File: src/pkg/i2ts_pkg.sv
package i2ts_pkg;

  // ----------------------------------------------------------------
  // register map, byte addresses
  // ----------------------------------------------------------------
  localparam int ADDR_W = 8;
  localparam logic [ADDR_W-1:0] OFF_MASK = 8'h2c;
  localparam logic [ADDR_W-1:0] OFF_STATUS = 8'h30;
  localparam logic [ADDR_W-1:0] OFF_CTRL = 8'h40;
  localparam logic [ADDR_W-1:0] OFF_THR = 8'h44;
  localparam logic [ADDR_W-1:0] OFF_CLEAR = 8'h48;
  localparam logic [ADDR_W-1:0] OFF_TXDATA = 8'h4c;

  // ----------------------------------------------------------------
  // fifo geometry
  // ----------------------------------------------------------------
  localparam int TX_DEPTH = 16;
  localparam int CNT_W = 5;
  localparam logic [CNT_W-1:0] CNT_FULL = 5'h10;
  localparam logic [CNT_W-1:0] CNT_RST = 5'h00;
  localparam logic [CNT_W-1:0] THR_RST = 5'h00;

  // ----------------------------------------------------------------
  // status, mask and control bit positions, reset values
  // ----------------------------------------------------------------
  localparam int BIT_EMPTY = 0;
  localparam int BIT_NEMPTY = 1;
  localparam int BIT_FULL = 2;
  localparam int BIT_OVR = 3;
  localparam int BIT_MDNS = 28;
  localparam int BIT_FLUSH = 0;
  localparam logic [31:0] MASK_RW = 32'h1fff_ffff;
  localparam logic [31:0] MASK_RST = 32'h0000_0000;
  localparam logic OVR_RST = 1'b0;
  localparam logic MDNS_RST = 1'b0;

  // ----------------------------------------------------------------
  // bus answers and write states
  // ----------------------------------------------------------------
  localparam logic [1:0] RESP_OKAY = 2'h0;
  localparam logic [1:0] RESP_SLVERR = 2'h2;

  typedef enum logic [1:0] {
    WR_IDLE = 2'b01,
    WR_RESP = 2'b10
  } i2ts_wr_t;

endpackage

File: src/i2ts_top.sv
`timescale 1ns/1ps
// Contract
// - empty flag bit0 high when fifo empty
// - empty flag drops once a word is written
// - nearly empty bit1 while count at or below threshold
// - nearly empty drops when count exceeds threshold
// - full flag bit2 follows fifo full, reset 0
// - write while full sets overrun bit3, drops word
// - overrun holds until clear register bit written
// - mask bit28 enables done-no-stop; 31:29 zero
// - mask bit per status flag enables it
module i2ts_top (
  input wire logic aclk,
  input wire logic aresetn,
  input wire logic [i2ts_pkg::ADDR_W-1:0] awaddr,
  input wire logic awvalid,
  output logic awready,
  input wire logic [31:0] wdata,
  input wire logic [3:0] wstrb,
  input wire logic wvalid,
  output logic wready,
  output logic [1:0] bresp,
  output logic bvalid,
  input wire logic bready,
  input wire logic [i2ts_pkg::ADDR_W-1:0] araddr,
  input wire logic arvalid,
  output logic arready,
  output logic [31:0] rdata,
  output logic [1:0] rresp,
  output logic rvalid,
  input wire logic rready,
  output logic tx_push,
  output logic [31:0] tx_word,
  input wire logic tx_pop,
  output logic tx_flush_bit,
  input wire logic master_done_no_stop_event,
  output logic irq
);
  import i2ts_pkg::*;

  // ----------------------------------------------------------------
  // helpers
  // ----------------------------------------------------------------
  function automatic logic hit(input logic [ADDR_W-1:0] a, input logic [ADDR_W-1:0] off);
    hit = (a[ADDR_W-1:2] == off[ADDR_W-1:2]);
  endfunction

  function automatic logic mapped(input logic [ADDR_W-1:0] a);
    mapped = hit(a, OFF_MASK) | hit(a, OFF_STATUS) | hit(a, OFF_CTRL)
           | hit(a, OFF_THR) | hit(a, OFF_CLEAR) | hit(a, OFF_TXDATA);
  endfunction

  function automatic logic [31:0] merge(input logic [31:0] old, input logic [31:0] d,
                                        input logic [3:0] s);
    logic [31:0] r;
    r = old;
    for (int i = 0; i < 4; i++) begin
      if (s[i]) begin
        r[8*i +: 8] = d[8*i +: 8];
      end
    end
    merge = r;
  endfunction

  // ----------------------------------------------------------------
  // state
  // ----------------------------------------------------------------
  i2ts_wr_t wr_state_ff, nxt_wr_state;
  logic aw_hold_ff, nxt_aw_hold;
  logic [ADDR_W-1:0] aw_addr_ff, nxt_aw_addr;
  logic w_hold_ff, nxt_w_hold;
  logic [31:0] w_data_ff, nxt_w_data;
  logic [3:0] w_strb_ff, nxt_w_strb;
  logic [1:0] bresp_ff, nxt_bresp;
  logic rvalid_ff, nxt_rvalid;
  logic [31:0] rdata_ff, nxt_rdata;
  logic [1:0] rresp_ff, nxt_rresp;
  logic [CNT_W-1:0] cnt_ff, nxt_cnt;
  logic [CNT_W-1:0] thr_ff, nxt_thr;
  logic [31:0] mask_ff, nxt_mask;
  logic ovr_ff, nxt_ovr;
  logic mdns_ff, nxt_mdns;
  logic push_ff, nxt_push;
  logic [31:0] txw_ff, nxt_txw;
  logic flush_ff, nxt_flush;

  logic do_write;
  logic wr_data, wr_clear, wr_ctrl;
  logic full_now, push_ok, overrun_set, pop_ok;
  logic [31:0] status;
  logic [31:0] clr_bits;

  // ----------------------------------------------------------------
  // status word
  // ----------------------------------------------------------------
  always_comb begin
    status = 32'h0000_0000;
    status[BIT_EMPTY] = (cnt_ff == CNT_RST);
    status[BIT_NEMPTY] = (cnt_ff <= thr_ff);
    status[BIT_FULL] = (cnt_ff == CNT_FULL);
    status[BIT_OVR] = ovr_ff;
    status[BIT_MDNS] = mdns_ff;
  end

  assign irq = |(status & mask_ff);

  // ----------------------------------------------------------------
  // write channel
  // ----------------------------------------------------------------
  assign awready = !aw_hold_ff && (wr_state_ff == WR_IDLE);
  assign wready = !w_hold_ff && (wr_state_ff == WR_IDLE);
  assign bvalid = (wr_state_ff == WR_RESP);
  assign bresp = bresp_ff;
  assign do_write = aw_hold_ff && w_hold_ff && (wr_state_ff == WR_IDLE);

  always_comb begin
    nxt_wr_state = wr_state_ff;
    nxt_aw_hold = aw_hold_ff;
    nxt_aw_addr = aw_addr_ff;
    nxt_w_hold = w_hold_ff;
    nxt_w_data = w_data_ff;
    nxt_w_strb = w_strb_ff;
    nxt_bresp = bresp_ff;
    if (awvalid && awready) begin
      nxt_aw_hold = 1'b1;
      nxt_aw_addr = awaddr;
    end
    if (wvalid && wready) begin
      nxt_w_hold = 1'b1;
      nxt_w_data = wdata;
      nxt_w_strb = wstrb;
    end
    case (wr_state_ff)
      WR_IDLE: begin
        if (do_write) begin
          nxt_wr_state = WR_RESP;
          nxt_aw_hold = 1'b0;
          nxt_w_hold = 1'b0;
          nxt_bresp = mapped(aw_addr_ff) ? RESP_OKAY : RESP_SLVERR;
        end
      end
      WR_RESP: begin
        if (bready) begin
          nxt_wr_state = WR_IDLE;
        end
      end
      default: begin
        nxt_wr_state = WR_IDLE;
      end
    endcase
  end

  always_ff @(posedge aclk) begin
    if (!aresetn) begin
      wr_state_ff <= WR_IDLE;
      aw_hold_ff <= 1'b0;
      aw_addr_ff <= '0;
      w_hold_ff <= 1'b0;
      w_data_ff <= 32'h0000_0000;
      w_strb_ff <= 4'h0;
      bresp_ff <= RESP_OKAY;
    end else begin
      wr_state_ff <= nxt_wr_state;
      aw_hold_ff <= nxt_aw_hold;
      aw_addr_ff <= nxt_aw_addr;
      w_hold_ff <= nxt_w_hold;
      w_data_ff <= nxt_w_data;
      w_strb_ff <= nxt_w_strb;
      bresp_ff <= nxt_bresp;
    end
  end

  // ----------------------------------------------------------------
  // read channel
  // ----------------------------------------------------------------
  assign arready = !rvalid_ff;
  assign rvalid = rvalid_ff;
  assign rdata = rdata_ff;
  assign rresp = rresp_ff;

  always_comb begin
    nxt_rvalid = rvalid_ff;
    nxt_rdata = rdata_ff;
    nxt_rresp = rresp_ff;
    if (rvalid_ff && rready) begin
      nxt_rvalid = 1'b0;
    end
    if (arvalid && arready) begin
      nxt_rvalid = 1'b1;
      nxt_rresp = mapped(araddr) ? RESP_OKAY : RESP_SLVERR;
      nxt_rdata = 32'h0000_0000;
      if (hit(araddr, OFF_MASK)) begin
        nxt_rdata = mask_ff;
      end else if (hit(araddr, OFF_STATUS)) begin
        nxt_rdata = status;
      end else if (hit(araddr, OFF_THR)) begin
        nxt_rdata = {{(32-CNT_W){1'b0}}, thr_ff};
      end
    end
  end

  always_ff @(posedge aclk) begin
    if (!aresetn) begin
      rvalid_ff <= 1'b0;
      rdata_ff <= 32'h0000_0000;
      rresp_ff <= RESP_OKAY;
    end else begin
      rvalid_ff <= nxt_rvalid;
      rdata_ff <= nxt_rdata;
      rresp_ff <= nxt_rresp;
    end
  end

  // ----------------------------------------------------------------
  // fifo bookkeeping and flags
  // ----------------------------------------------------------------
  assign wr_data = do_write && hit(aw_addr_ff, OFF_TXDATA) && (w_strb_ff != 4'h0);
  assign wr_clear = do_write && hit(aw_addr_ff, OFF_CLEAR);
  assign wr_ctrl = do_write && hit(aw_addr_ff, OFF_CTRL) && w_strb_ff[0];
  assign full_now = (cnt_ff == CNT_FULL);
  assign push_ok = wr_data && !full_now;
  assign overrun_set = wr_data && full_now;
  assign pop_ok = tx_pop && (cnt_ff != CNT_RST);
  assign clr_bits = wr_clear ? merge(32'h0000_0000, w_data_ff, w_strb_ff) : 32'h0000_0000;
  assign tx_push = push_ff;
  assign tx_word = txw_ff;
  assign tx_flush_bit = flush_ff;

  always_comb begin
    nxt_cnt = cnt_ff;
    nxt_thr = thr_ff;
    nxt_mask = mask_ff;
    nxt_push = push_ok;
    nxt_txw = push_ok ? w_data_ff : txw_ff;
    nxt_flush = wr_ctrl && w_data_ff[BIT_FLUSH];
    if (nxt_flush) begin
      nxt_cnt = CNT_RST;
    end else if (push_ok && !pop_ok) begin
      nxt_cnt = cnt_ff + 5'h01;
    end else if (pop_ok && !push_ok) begin
      nxt_cnt = cnt_ff - 5'h01;
    end
    if (do_write && hit(aw_addr_ff, OFF_THR) && w_strb_ff[0]) begin
      nxt_thr = w_data_ff[CNT_W-1:0];
    end
    if (do_write && hit(aw_addr_ff, OFF_MASK)) begin
      nxt_mask = merge(mask_ff, w_data_ff, w_strb_ff) & MASK_RW;
    end
    // set wins over a clear in the same cycle
    nxt_ovr = (ovr_ff && !clr_bits[BIT_OVR]) || overrun_set;
    nxt_mdns = (mdns_ff && !clr_bits[BIT_MDNS]) || master_done_no_stop_event;
  end

  always_ff @(posedge aclk) begin
    if (!aresetn) begin
      cnt_ff <= CNT_RST;
      thr_ff <= THR_RST;
      mask_ff <= MASK_RST;
      ovr_ff <= OVR_RST;
      mdns_ff <= MDNS_RST;
      push_ff <= 1'b0;
      txw_ff <= 32'h0000_0000;
      flush_ff <= 1'b0;
    end else begin
      cnt_ff <= nxt_cnt;
      thr_ff <= nxt_thr;
      mask_ff <= nxt_mask;
      ovr_ff <= nxt_ovr;
      mdns_ff <= nxt_mdns;
      push_ff <= nxt_push;
      txw_ff <= nxt_txw;
      flush_ff <= nxt_flush;
    end
  end
endmodule
File: config.mk
export PLATFORM = sky130hd
export DESIGN_NAME = i2ts_top
export DESIGN_NICKNAME = d
export VERILOG_FILES = /design/src/pkg/i2ts_pkg.sv /design/src/i2ts_top.sv
export SDC_FILE = /design/constraint.sdc
export NUM_CORES = 1
export LEC_CHECK = 0
export BUFFER_PORTS_ARGS = -buffer_cell sky130_fd_sc_hd__buf_2
export CORE_MARGIN = 8
export CORE_UTILIZATION = 40
export CTS_CLUSTER_SIZE = 25
export DETAILED_ROUTE_END_ITERATION = 8
export PLACE_DENSITY = 0.65
export SLEW_MARGIN = 20
export SYNTH_ARGS = -nofsm -noshare
export SYNTH_HDL_FRONTEND = slang
export SYNTH_SLANG_ARGS = --single-unit
File: constraint.sdc
create_clock -name aclk -period 3.1 [get_ports aclk]
set_input_delay 0.62 -clock aclk [delete_from_list [all_inputs] [get_ports aclk]]
set_output_delay 0.62 -clock aclk [all_outputs]
set_load 0.01 [all_outputs]
======== Word-level counts from Yosys, hierarchy flattened ========
Index checks and enable logic that the tools add are counted.
word-level totals
  logic and storage cells ................. 123
  flip-flop bits (word level) ............. 160
  input bits .............................. 61
  output and inout bits ................... 76
cells by class
  bitwise gates (word level) .............. 12
  eq/ne operators ......................... 17
  magnitude comparators ................... 1
  add/sub/neg operators ................... 2
  reductions and logical operators ........ 47
  muxes and demuxes ....................... 23
operator list
  kind                   number
  $mux W29               3
  $eq A6 B5 Y1 const B   8
  $reduce_or A32 Y1      1
  $and A29 B29 Y29       1
  $eq A6 B4 Y1 const B   4
  $logic_and A1 B1 Y1    24
  $mux W8                3
  $mux W5                4
  $reduce_and A2 Y1      6
  $or A1 B1 Y1           10
  $logic_not A1 Y1       8
  $mux W1                8
  $mux W2                4
  $add A5 B1 Y5 const B  1
  $eq A5 B5 Y1 const B   1
  $le A5 B5 Y1           1
  $logic_not A5 Y1       1
  $reduce_bool A5 Y1     1
  $sub A5 B1 Y5 const B  1
  $pmux W2 S2            1
  $reduce_bool A2 Y1     2
  $reduce_bool A4 Y1     1
  $eq A2 B1 Y1 const B   1
  $eq A2 B2 Y1 const B   1
  other kinds (5)        6

======== Logic depth before layout (Yosys ltp) ========
Gate-level depths: netlist of the first run.
  depth in word-level cells ............... 9
  depth in mapped cells ................... 12

======== Least setup slack after synthesis of the first run ========
OpenSTA, ideal clock, no wires.
  path type ............................... register to register
  start point ............................. register cnt_ff[0]
  end point ............................... register cnt_ff[3]
  cell stages (with the launch flop) ...... 13
  setup slack ............................. 506 ps
  required time ........................... 3022 ps
  clock period less this slack ............ 2594 ps
  arrival time ............................ 2516 ps
  path through ............................ dfxtp_1 nor4_2 and2_1 buf_2 buf_2 nor2_1 ha_1 inv_1 ha_1 a21o_1 a21oi_1 mux2_2 nor3_1
between the ends
  cells in the longest elaborated chain, start to end .. 6
  elaborated cells between the ends (all ways) .. 14
  classes of those cells .................. 2 x add/sub; 1 x eq/ne; 2 x mux; 9 x reduce/logical
ends and longest elaborated chain
  element                       line             RTL
  start: declaration            i2ts_top.sv:78   logic [CNT_W-1:0] cnt_ff, nxt_cnt;
  start signal: assignment      i2ts_top.sv:265  cnt_ff <= nxt_cnt;
  $eq A5 B5 Y1 *                i2ts_top.sv:220  assign full_now = (cnt_ff == CNT_FULL);
  $logic_not A1 Y1 *            i2ts_top.sv:221  assign push_ok = wr_data && !full_now;
  $logic_and A1 B1 Y1 *         i2ts_top.sv:221
  named net nxt_push            i2ts_top.sv:83   logic push_ff, nxt_push;
  $logic_not A1 Y1              i2ts_top.sv:240  end else if (pop_ok && !push_ok) begin
  $logic_and A1 B1 Y1           i2ts_top.sv:240
  $reduce_bool A2 Y1 (no line)  n/a
Mark *: on every way through the listed nets, which the timed path passes. The rest lies on a longest branch. The select of a mux whose other input is x is not followed.
A chain may end at the register's enable or synchronous reset.

======== Worst setup path in the final report of the first run ========
  start point ............................. register cnt_ff[0]
  end point ............................... output irq
between the ends
  cells in the longest elaborated chain, start to end .. 3
  elaborated cells between the ends (all ways) .. 5
  classes of those cells .................. 1 x order compare; 1 x eq/ne; 1 x bitwise; 2 x reduce/logical
ends and longest elaborated chain
  element                               line             RTL
  $le A5 B5 Y1 (tied with other cells)  i2ts_top.sv:99   status[BIT_NEMPTY] = (cnt_ff <= thr_ff);
  $and A29 B29 Y29 *                    i2ts_top.sv:105  assign irq = |(status & mask_ff);
  $reduce_or A32 Y1 *                   i2ts_top.sv:105
  end: declaration                      i2ts_top.sv:37   output logic irq
Mark *: on every way between the ends. The rest lies on a longest branch, timed or not.

==> summary.txt, run 1 <==
Setup path
  – RR Endpoint: cnt_ff[4]$_SDFFE_PP0P_
  – Largest stage delay on the critical path: 380 ps
  – CP top delay family: simple AND/OR/NAND/NOR gates
  – Crit-path max FO: 35
  – Worst reg-to-reg path cell count: 10
  – WP depth: 6
  – Crit-path slowest cell: nor4_2
  – Worst path bufs/invs: 2
  – Reg2Reg Setup Slack: 460 ps
  – Setup crit end kind: output port
  – CP Class: reg -> out
  – Origin of the worst setup path: cnt_ff[0]$_SDFFE_PP0P_
  – Worst-path cell chain: nor4_2, and2_1, buf_4, a222oi_1, nand3_1, buf_2
  – Arrival time at the worst endpoint: 2190 ps
  – R2R Path Start: cnt_ff[0]$_SDFFE_PP0P_
  – Worst EP required: 2480 ps
  – Crit path launch type: flop

Route
  – Via/cell ratio: 5.04
  – First drt pass iteration count: 5
  – Routed WL: 17.5 mm
  – Total number of vias: 5339
  – Highest metal used: met4
  – Wire length on met1: 8.39 mm
  – Final ANT Viol Nets: 0
  – WL/cell: 16.5 um
  – Wire length on met2: 7.76 mm
  – Initial DRC Count: 353
  – Routed wl met3: 1.07 mm
  – Remaining DRCs: 0

Yosys
  – Synth Area in Compound Gates: 17.2%
  – Post-Synth Adder-Cell Area: 2.03%
  – Yosys cell types: 51
  – Ys async rst share: 0%
  – Synth top area share: 46.9%
  – Syn. warnings: 0
  – Post-synth EDFFs: 0
  – Synthesized instance count: 721
  – Simple-gate share of the synthesized area: 21.9%
  – Seq cells post-synth: 153
  – Leading area contributor after synthesis: dfxtp_1
  – Post-synth top flop: dfxtp_1
  – Post-synthesis mux area share: 6.77%
  – Synthesized area: 6530 um^2
  – Most common cell in the netlist: dfxtp_1
  – Synth cell count leaders: dfxtp_1, nand2_1, a21boi_1, nand3_1, nor2b_1
  – Synth top area cells: dfxtp_1, a21boi_1, mux2i_1
  – Xor-xnor portion of the synthesized cell area: 0.268%
  – Sequential element share of the synthesized area: 46.9%
  – Mean post-synth cell area: 9.06 um^2
  – Largest family of logic cells by synthesized area: simple AND/OR/NAND/NOR gates

Die
  – Core box area: 15900 um^2
  – Die width: 144 um
  – Chip Height: 144 um
  – Effective utilization at floorplan: 41.0%
  – Die area: 20700 um^2
  – Row count: 46
  – Ports: 137

STA
  – Max-slew headroom: 41.1%
  – Fmax: 356 MHz
  – RSZ-0062 raised after global routing: no
  – Clock skew: 8.59 ps
  – Final Max Tran Viols: 0
  – Final Cycle Share: 90.7%
  – Final hold violations: 0
  – Finish-stage setup viols: 0
  – Worst-Margin Slew: 876 ps
  – Final TNS setup: 0 ps
  – Min Clock Period, post-route: 2810 ps

Global route
  – All-Layer GR Usage: 17.3%
  – Largest net degree at the start of global routing: 74
  – Vias in the first global route: 5251
  – Initial antenna violation count: 0
  – GR Overflow Total: 0
  – First-pass GRT wire length: 28.0 mm

Finish
  – Final core occ: 49.3%
  – Area taken by multi-input logic gates: 3170 um^2
  – Layout cells sized above 1: 21.7%
  – Fill count: 1558
  – Area grow syn2layout: 20.4%
  – Antenna Cells: 0
  – FF+latch area: 3060 um^2
  – Nets: 902

Place
  – Detailed Place HPWL: 12.0 mm
  – Gpl congestion: 0.796
  – IO buf count: 127

Worst hold path
  – Hold_sp: wdata[7]
  – Cell depth of the worst hold path: 3
  – Worst Hold Class: in -> reg
  – Hold endpoint: w_data_ff[7]$_SDFFE_PN0P_

Clock tree
  – Clk Latency, worst-skew pair: 420 ps
  – Clk buf depth: 2
  – Postcts setup bufs: 0
  – CTS root buf: clkbuf_16
  – Clk sinks: 153
  – CTS buffer count: 17
  – Clock-pin transition on the worst setup and hold timing paths: 60 ps
  – Hold_buf cts: 0
  – CTS tree: built
  – H-tree depth: 4
  – Cts repair resizes: 0

Job
  – Max-Cap Viols: 0

Pwr
  – P per Cell Area: 611 nW/um^2
  – Leakage power: 3.43 nW
  – Maximum VDD drop: 0.000418 V

Run status
  – Outcome: completed
==> worst min-delay path: stages <==
cell	delay [ps]
buf_2	100
nand2_1	40
a21boi_1	50
==> cells in the final DEF (no fill, tap or decap), drive strengths merged, types with 7 or more instances in the layout <==
cell type,count
clkbuf,21
inv,12
nor2,15
nand4,7
nor2b,50
a21boi,92
a21oi,11
dfxtp,153
nand2,110
nand3,58
buf,144
ha,9
nor3b,9
mux2i,43
o21ai,44
==> area by class of cell <==
class                   instances  area share [%]
flip-flops and latches        153            38.9
multi-input cells             504            40.3
clock inverters                11            1.24
repair buffers                144            9.74
well taps                     216            3.44
clock buffers                  21            5.86
inverters                      11           0.525
==> cells by family (layout without fill, tap and decap cells) <==
group                    count (synthesis)  count (layout)
other                                    1               5
multiplexers                            44              44
AND/OR/NAND/NOR                        278             278
buffers and inverters                   68             187
XOR/XNOR                                 2               2
flip-flops                             153             153
adder cells (fa/ha/maj)                 10              10
AO/OA/AOI/OAI                          165             165
==> through the flow <==
| step | setup WS [ps] | hold WS (ps) | power (mW) | std cells | cell area, um^2 |
|---|---|---|---|---|---|
| floorplan | 506 | 435 | 2.68 | 725 | 6540 |
| global placement | 496 | 437 | 2.87 | 1028 | 7310 |
| detailed placement | 444 | 441 | 2.88 | 1028 | 7310 |
| CTS | 276 | 410 | 4.85 | 1060 | 7860 |
| global route | 158 | 421 | 5.03 | 1060 | 7860 |
| finish | 288 | 430 | 4.81 | 1060 | 7860 |
==> routing by layer <==
metal,vias to the layer above,track usage (%)
li1,2702,-
met1,2489,22.5
met2,130,26.5
met3,18,5.64
met4,0,5.70
met5,-,0
==> power breakdown <==
group	internal [mW]	switching (mW)	total, mW	leakage, nW
clock network	1.14	0.823	1.97	0.265
registers	2.04	0.0919	2.13	1.24
logic	0.311	0.396	0.706	1.92
==> worst max-delay path by stage <==
stage	endpoint	slack [ps]
2_1_floorplan	cnt_ff[3]$_SDFFE_PP0P_	510
3_3_place_gp	cnt_ff[4]$_SDFFE_PP0P_	500
3_5_place_dp	cnt_ff[4]$_SDFFE_PP0P_	440
4_1_cts	irq	280
5_1_grt	irq	160
6_report	irq	290
==> flip-flops by register name, summed over array words and instances (netlist names) <==
register      flops
w_hold_ff         1
thr_ff            5
rresp             1
aw_hold_ff        1
w_strb_ff         4
tx_push           1
mdns_ff           1
rvalid            1
tx_flush_bit      1
bresp             1
aw_addr_ff        6
tx_word          32
mask_ff          29
rdata            29
cnt_ff            5
w_data_ff        32
wr_state_ff       2
ovr_ff            1
Power figures use the tool's default switching activity.
==> run 2, diff against run 1 <==
--- a/config.mk
+++ b/config.mk
@@ -5,12 +5,13 @@
 export SDC_FILE = /design/constraint.sdc
 export NUM_CORES = 1
 export LEC_CHECK = 0
+export ABC_AREA = 1
 export BUFFER_PORTS_ARGS = -buffer_cell sky130_fd_sc_hd__buf_2
 export CORE_MARGIN = 8
-export CORE_UTILIZATION = 40
+export CORE_UTILIZATION = 30
 export CTS_CLUSTER_SIZE = 25
 export DETAILED_ROUTE_END_ITERATION = 8
-export PLACE_DENSITY = 0.65
+export PLACE_DENSITY = 0.53
 export SLEW_MARGIN = 20
 export SYNTH_ARGS = -nofsm -noshare
 export SYNTH_HDL_FRONTEND = slang
==> summary.txt, run 2 <==
Run status
  – Outcome: completed (unchanged)

Place
  – IO buf count: 127 (unchanged)
  – Worst slack, placed: 867 ps (was 444 ps)
  – Dpl cells: 1148 (was 1028)
  – Detailed Place HPWL: 12.1 mm (was 12.0 mm)
  – Gpl congestion: 0.773 (was 0.796)

Pwr
  – Leakage power: 3.21 nW (was 3.43 nW)
  – Total power: 4.94 mW (was 4.81 mW)
  – Maximum VDD drop: 0.000378 V (was 0.000418 V)
  – P per Cell Area: 658 nW/um^2 (was 611 nW/um^2)

Setup path
  – Crit-path slowest cell: dfxtp_1 (was nor4_2)
  – Most frequent CP cell: nand2_1
  – Crit path launch type: flop (unchanged)
  – Arrival time at the worst endpoint: 1830 ps (was 2190 ps)
  – CP Class: reg -> out (unchanged)
  – Worst EP required: 2480 ps (about the same)
  – Worst-path cell chain: inv_1, ha_1, nand2_1, nor2_1, nand2_1, nand3_1, nand2_1, nand2_1, nand3_1, buf_2 (was nor4_2, and2_1, buf_4, a222oi_1, nand3_1, buf_2)
  – Setup crit end kind: output port (unchanged)
  – Crit-path max FO: 2 (was 35)
  – Largest stage delay on the critical path: 360 ps (was 380 ps)

Die
  – Die width: 159 um (was 144 um)
  – Ports: 137 (unchanged)
  – Die area: 25200 um^2 (was 20700 um^2)
  – Core box area: 20100 um^2 (was 15900 um^2)
  – Effective utilization at floorplan: 30.4% (was 41.0%)
  – Chip Height: 159 um (was 144 um)
  – Row count: 52 (was 46)

Clock tree
  – Clk Latency, worst-skew pair: 420 ps (about the same)
  – CTS root buf: clkbuf_16 (unchanged)
  – Clk buf depth: 2 (unchanged)
  – Cts repair resizes: 0 (unchanged)
  – Hold_buf cts: 0 (unchanged)
  – H-tree depth: 4 (unchanged)
  – Postcts setup bufs: 0 (unchanged)
  – CTS tree: built (unchanged)
  – CTS buffer count: 17 (unchanged)
  – Clk sinks: 153 (unchanged)
  – Clock-pin transition on the worst setup and hold timing paths: 70 ps (was 60 ps)

Yosys
  – Ys async rst share: 0% (unchanged)
  – Post-synth top flop: dfxtp_1 (unchanged)
  – Synth top area cells: dfxtp_1, nor2_1, o21ai_0 (was dfxtp_1, a21boi_1, mux2i_1)
  – Yosys cell types: 34 (was 51)
  – Seq cells post-synth: 153 (unchanged)
  – Synth top area share: 50.1% (was 46.9%)
  – Post-synth EDFFs: 0 (unchanged)
  – Sequential element share of the synthesized area: 50.1% (was 46.9%)
  – Synthesized instance count: 787 (was 721)
  – Syn. warnings: 0 (unchanged)
  – Synthesized area: 6110 um^2 (was 6530 um^2)
  – Mean post-synth cell area: 7.77 um^2 (was 9.06 um^2)
  – Most common cell in the netlist: dfxtp_1 (unchanged)
  – Leading area contributor after synthesis: dfxtp_1 (unchanged)
  – Synth cell count leaders: dfxtp_1, nor2_1, o21ai_0, nand2_1, a21oi_1 (was dfxtp_1, nand2_1, a21boi_1, nand3_1, nor2b_1)

STA
  – Final Max Tran Viols: 0 (unchanged)
  – Final hold violations: 0 (unchanged)
  – Final TNS setup: 0 ps (unchanged)
  – Min Clock Period, post-route: 2450 ps (was 2810 ps)
  – Worst-Margin Slew: 613 ps (was 876 ps)
  – Clock skew: 11.9 ps (was 8.59 ps)
  – RSZ-0062 raised after global routing: no (unchanged)
  – Final Cycle Share: 79.1% (was 90.7%)
  – Max-slew headroom: 59.0% (was 41.1%)
  – Final worst slack: 646 ps (was 288 ps)
  – Finish-stage setup viols: 0 (unchanged)
  – Fmax: 408 MHz (was 356 MHz)

Route
  – Final ANT Viol Nets: 0 (unchanged)
  – Via/cell ratio: 4.46 (was 5.04)
  – Total number of vias: 5266 (was 5339)
  – First drt pass iteration count: 4 (was 5)
  – Remaining DRCs: 0 (unchanged)
  – WL/cell: 14.7 um (was 16.5 um)
  – Initial DRC Count: 215 (was 353)
  – Routed WL: 17.3 mm (was 17.5 mm)

Finish
  – Nets: 968 (was 902)
  – Antenna Cells: 0 (unchanged)
  – Final Non-Filler Cells: 1180 (was 1060)
  – Most common library cell in the layout ignoring fill and taps: dfxtp_1 (unchanged)
  – Layout cells sized above 1: 23.6% (was 21.7%)
  – Area grow syn2layout: 22.8% (was 20.4%)
  – Most frequent cells in the layout: dfxtp_1, nor2_1, buf_2 (was dfxtp_1, buf_2, nand2_1)

Job
  – Max-Cap Viols: 0 (unchanged)

Global route
  – Largest net degree at the start of global routing: 114 (was 74)
  – First-pass GRT wire length: 28.1 mm (was 28.0 mm)
  – Initial antenna violation count: 2 (was 0)
  – All-Layer GR Usage: 13.7% (was 17.3%)
  – Vias in the first global route: 5271 (was 5251)
  – GR Overflow Total: 0 (unchanged)

Worst hold path
  – Worst Hold Class: in -> reg (unchanged)
-- run 2: cell count changes in the layout (fill, tap and decap cells not counted), sizes merged, moves of 24 or more --
| cell | change |
|---|---|
| nor2 | +157 |
| a21oi | +70 |
| mux2i | -43 |
| a21boi | -92 |
| nor2b | -50 |
| o21ai | +74 |
| nand3 | -24 |
| inv | +35 |
-- run 2: layer usage --
metal | vias to the layer above | part of all wire (%) | global-route usage [%]
met5 | - | 0.12 | 0
met3 | 18 | 5.3 | 3.93
met1 | 2343 | 53 | 19.4
met4 | 4 | 1.4 | 4.72
li1 | 2796 | - | -
met2 | 105 | 40 | 19.4
-- run 2: worst max-delay path, delay by kind of cell, from the launching register on --
family	cells	cell delay [ps]
adders and majority gates	1	300
buffers and inverters	2	240
DFF	1	360
and+or+nand+nor	7	520
-- run 2: layout make-up --
cell class / instances / area [um^2]
tap: 270 / 338
fill: 2170 / 12600
inverter: 47 / 179
multi-input combinational: 542 / 2630
clock inverter: 11 / 121
timing repair buffer: 136 / 716
clock buffer: 21 / 460
sequential: 153 / 3060
-- run 2: worst paths after layout --
kind / startpoint / to / slack [ps] / cells after the start
worst max-delay path: thr_ff[4]$_SDFFE_PN0P_ / irq / 650 / 10
worst min register to register: mask_ff[9]$_SDFFE_PN0P_ / rdata[9]$_SDFFE_PN0P_ / 450 / 2
worst max register to register: w_strb_ff[2]$_SDFFE_PN0P_ / cnt_ff[4]$_SDFFE_PP0P_ / 870 / 12
worst min-delay path: wdata[10] / w_data_ff[10]$_SDFFE_PN0P_ / 450 / 3
-- run 2: power by group --
group / internal, mW / total [mW] / switching [mW] / leakage [nW]
Combinational: 0.267 / 0.679 / 0.412 / 1.67
Clock: 1.23 / 2.05 / 0.819 / 0.283
Sequential: 2.08 / 2.21 / 0.129 / 1.25
-- run 2: cell families (layout without fill, tap and decap cells) --
| group | after synthesis | after routing | synth area share (%) |
|---|---|---|---|
| adders and majority gates | 10 | 10 | 2.17 |
| buffers and inverters | 96 | 215 | 7.16 |
| and+or+nand+nor | 315 | 315 | 22.6 |
| DFF | 153 | 153 | 50.1 |
| other | 1 | 5 | 0.0613 |
| AOI/OAI and AO/OA | 208 | 208 | 17.3 |
| xor gates and xnor gates | 4 | 4 | 0.573 |
-- run 2: through the flow --
step	hold slack (ps)	util (%)	area, um^2
final	455	37.3	7510
after CTS	436	37.3	7510
after global routing	468	37.3	7510
after floorplan	425	-	6130
after global placement	447	34.4	6920
after detailed placement	450	34.4	6920
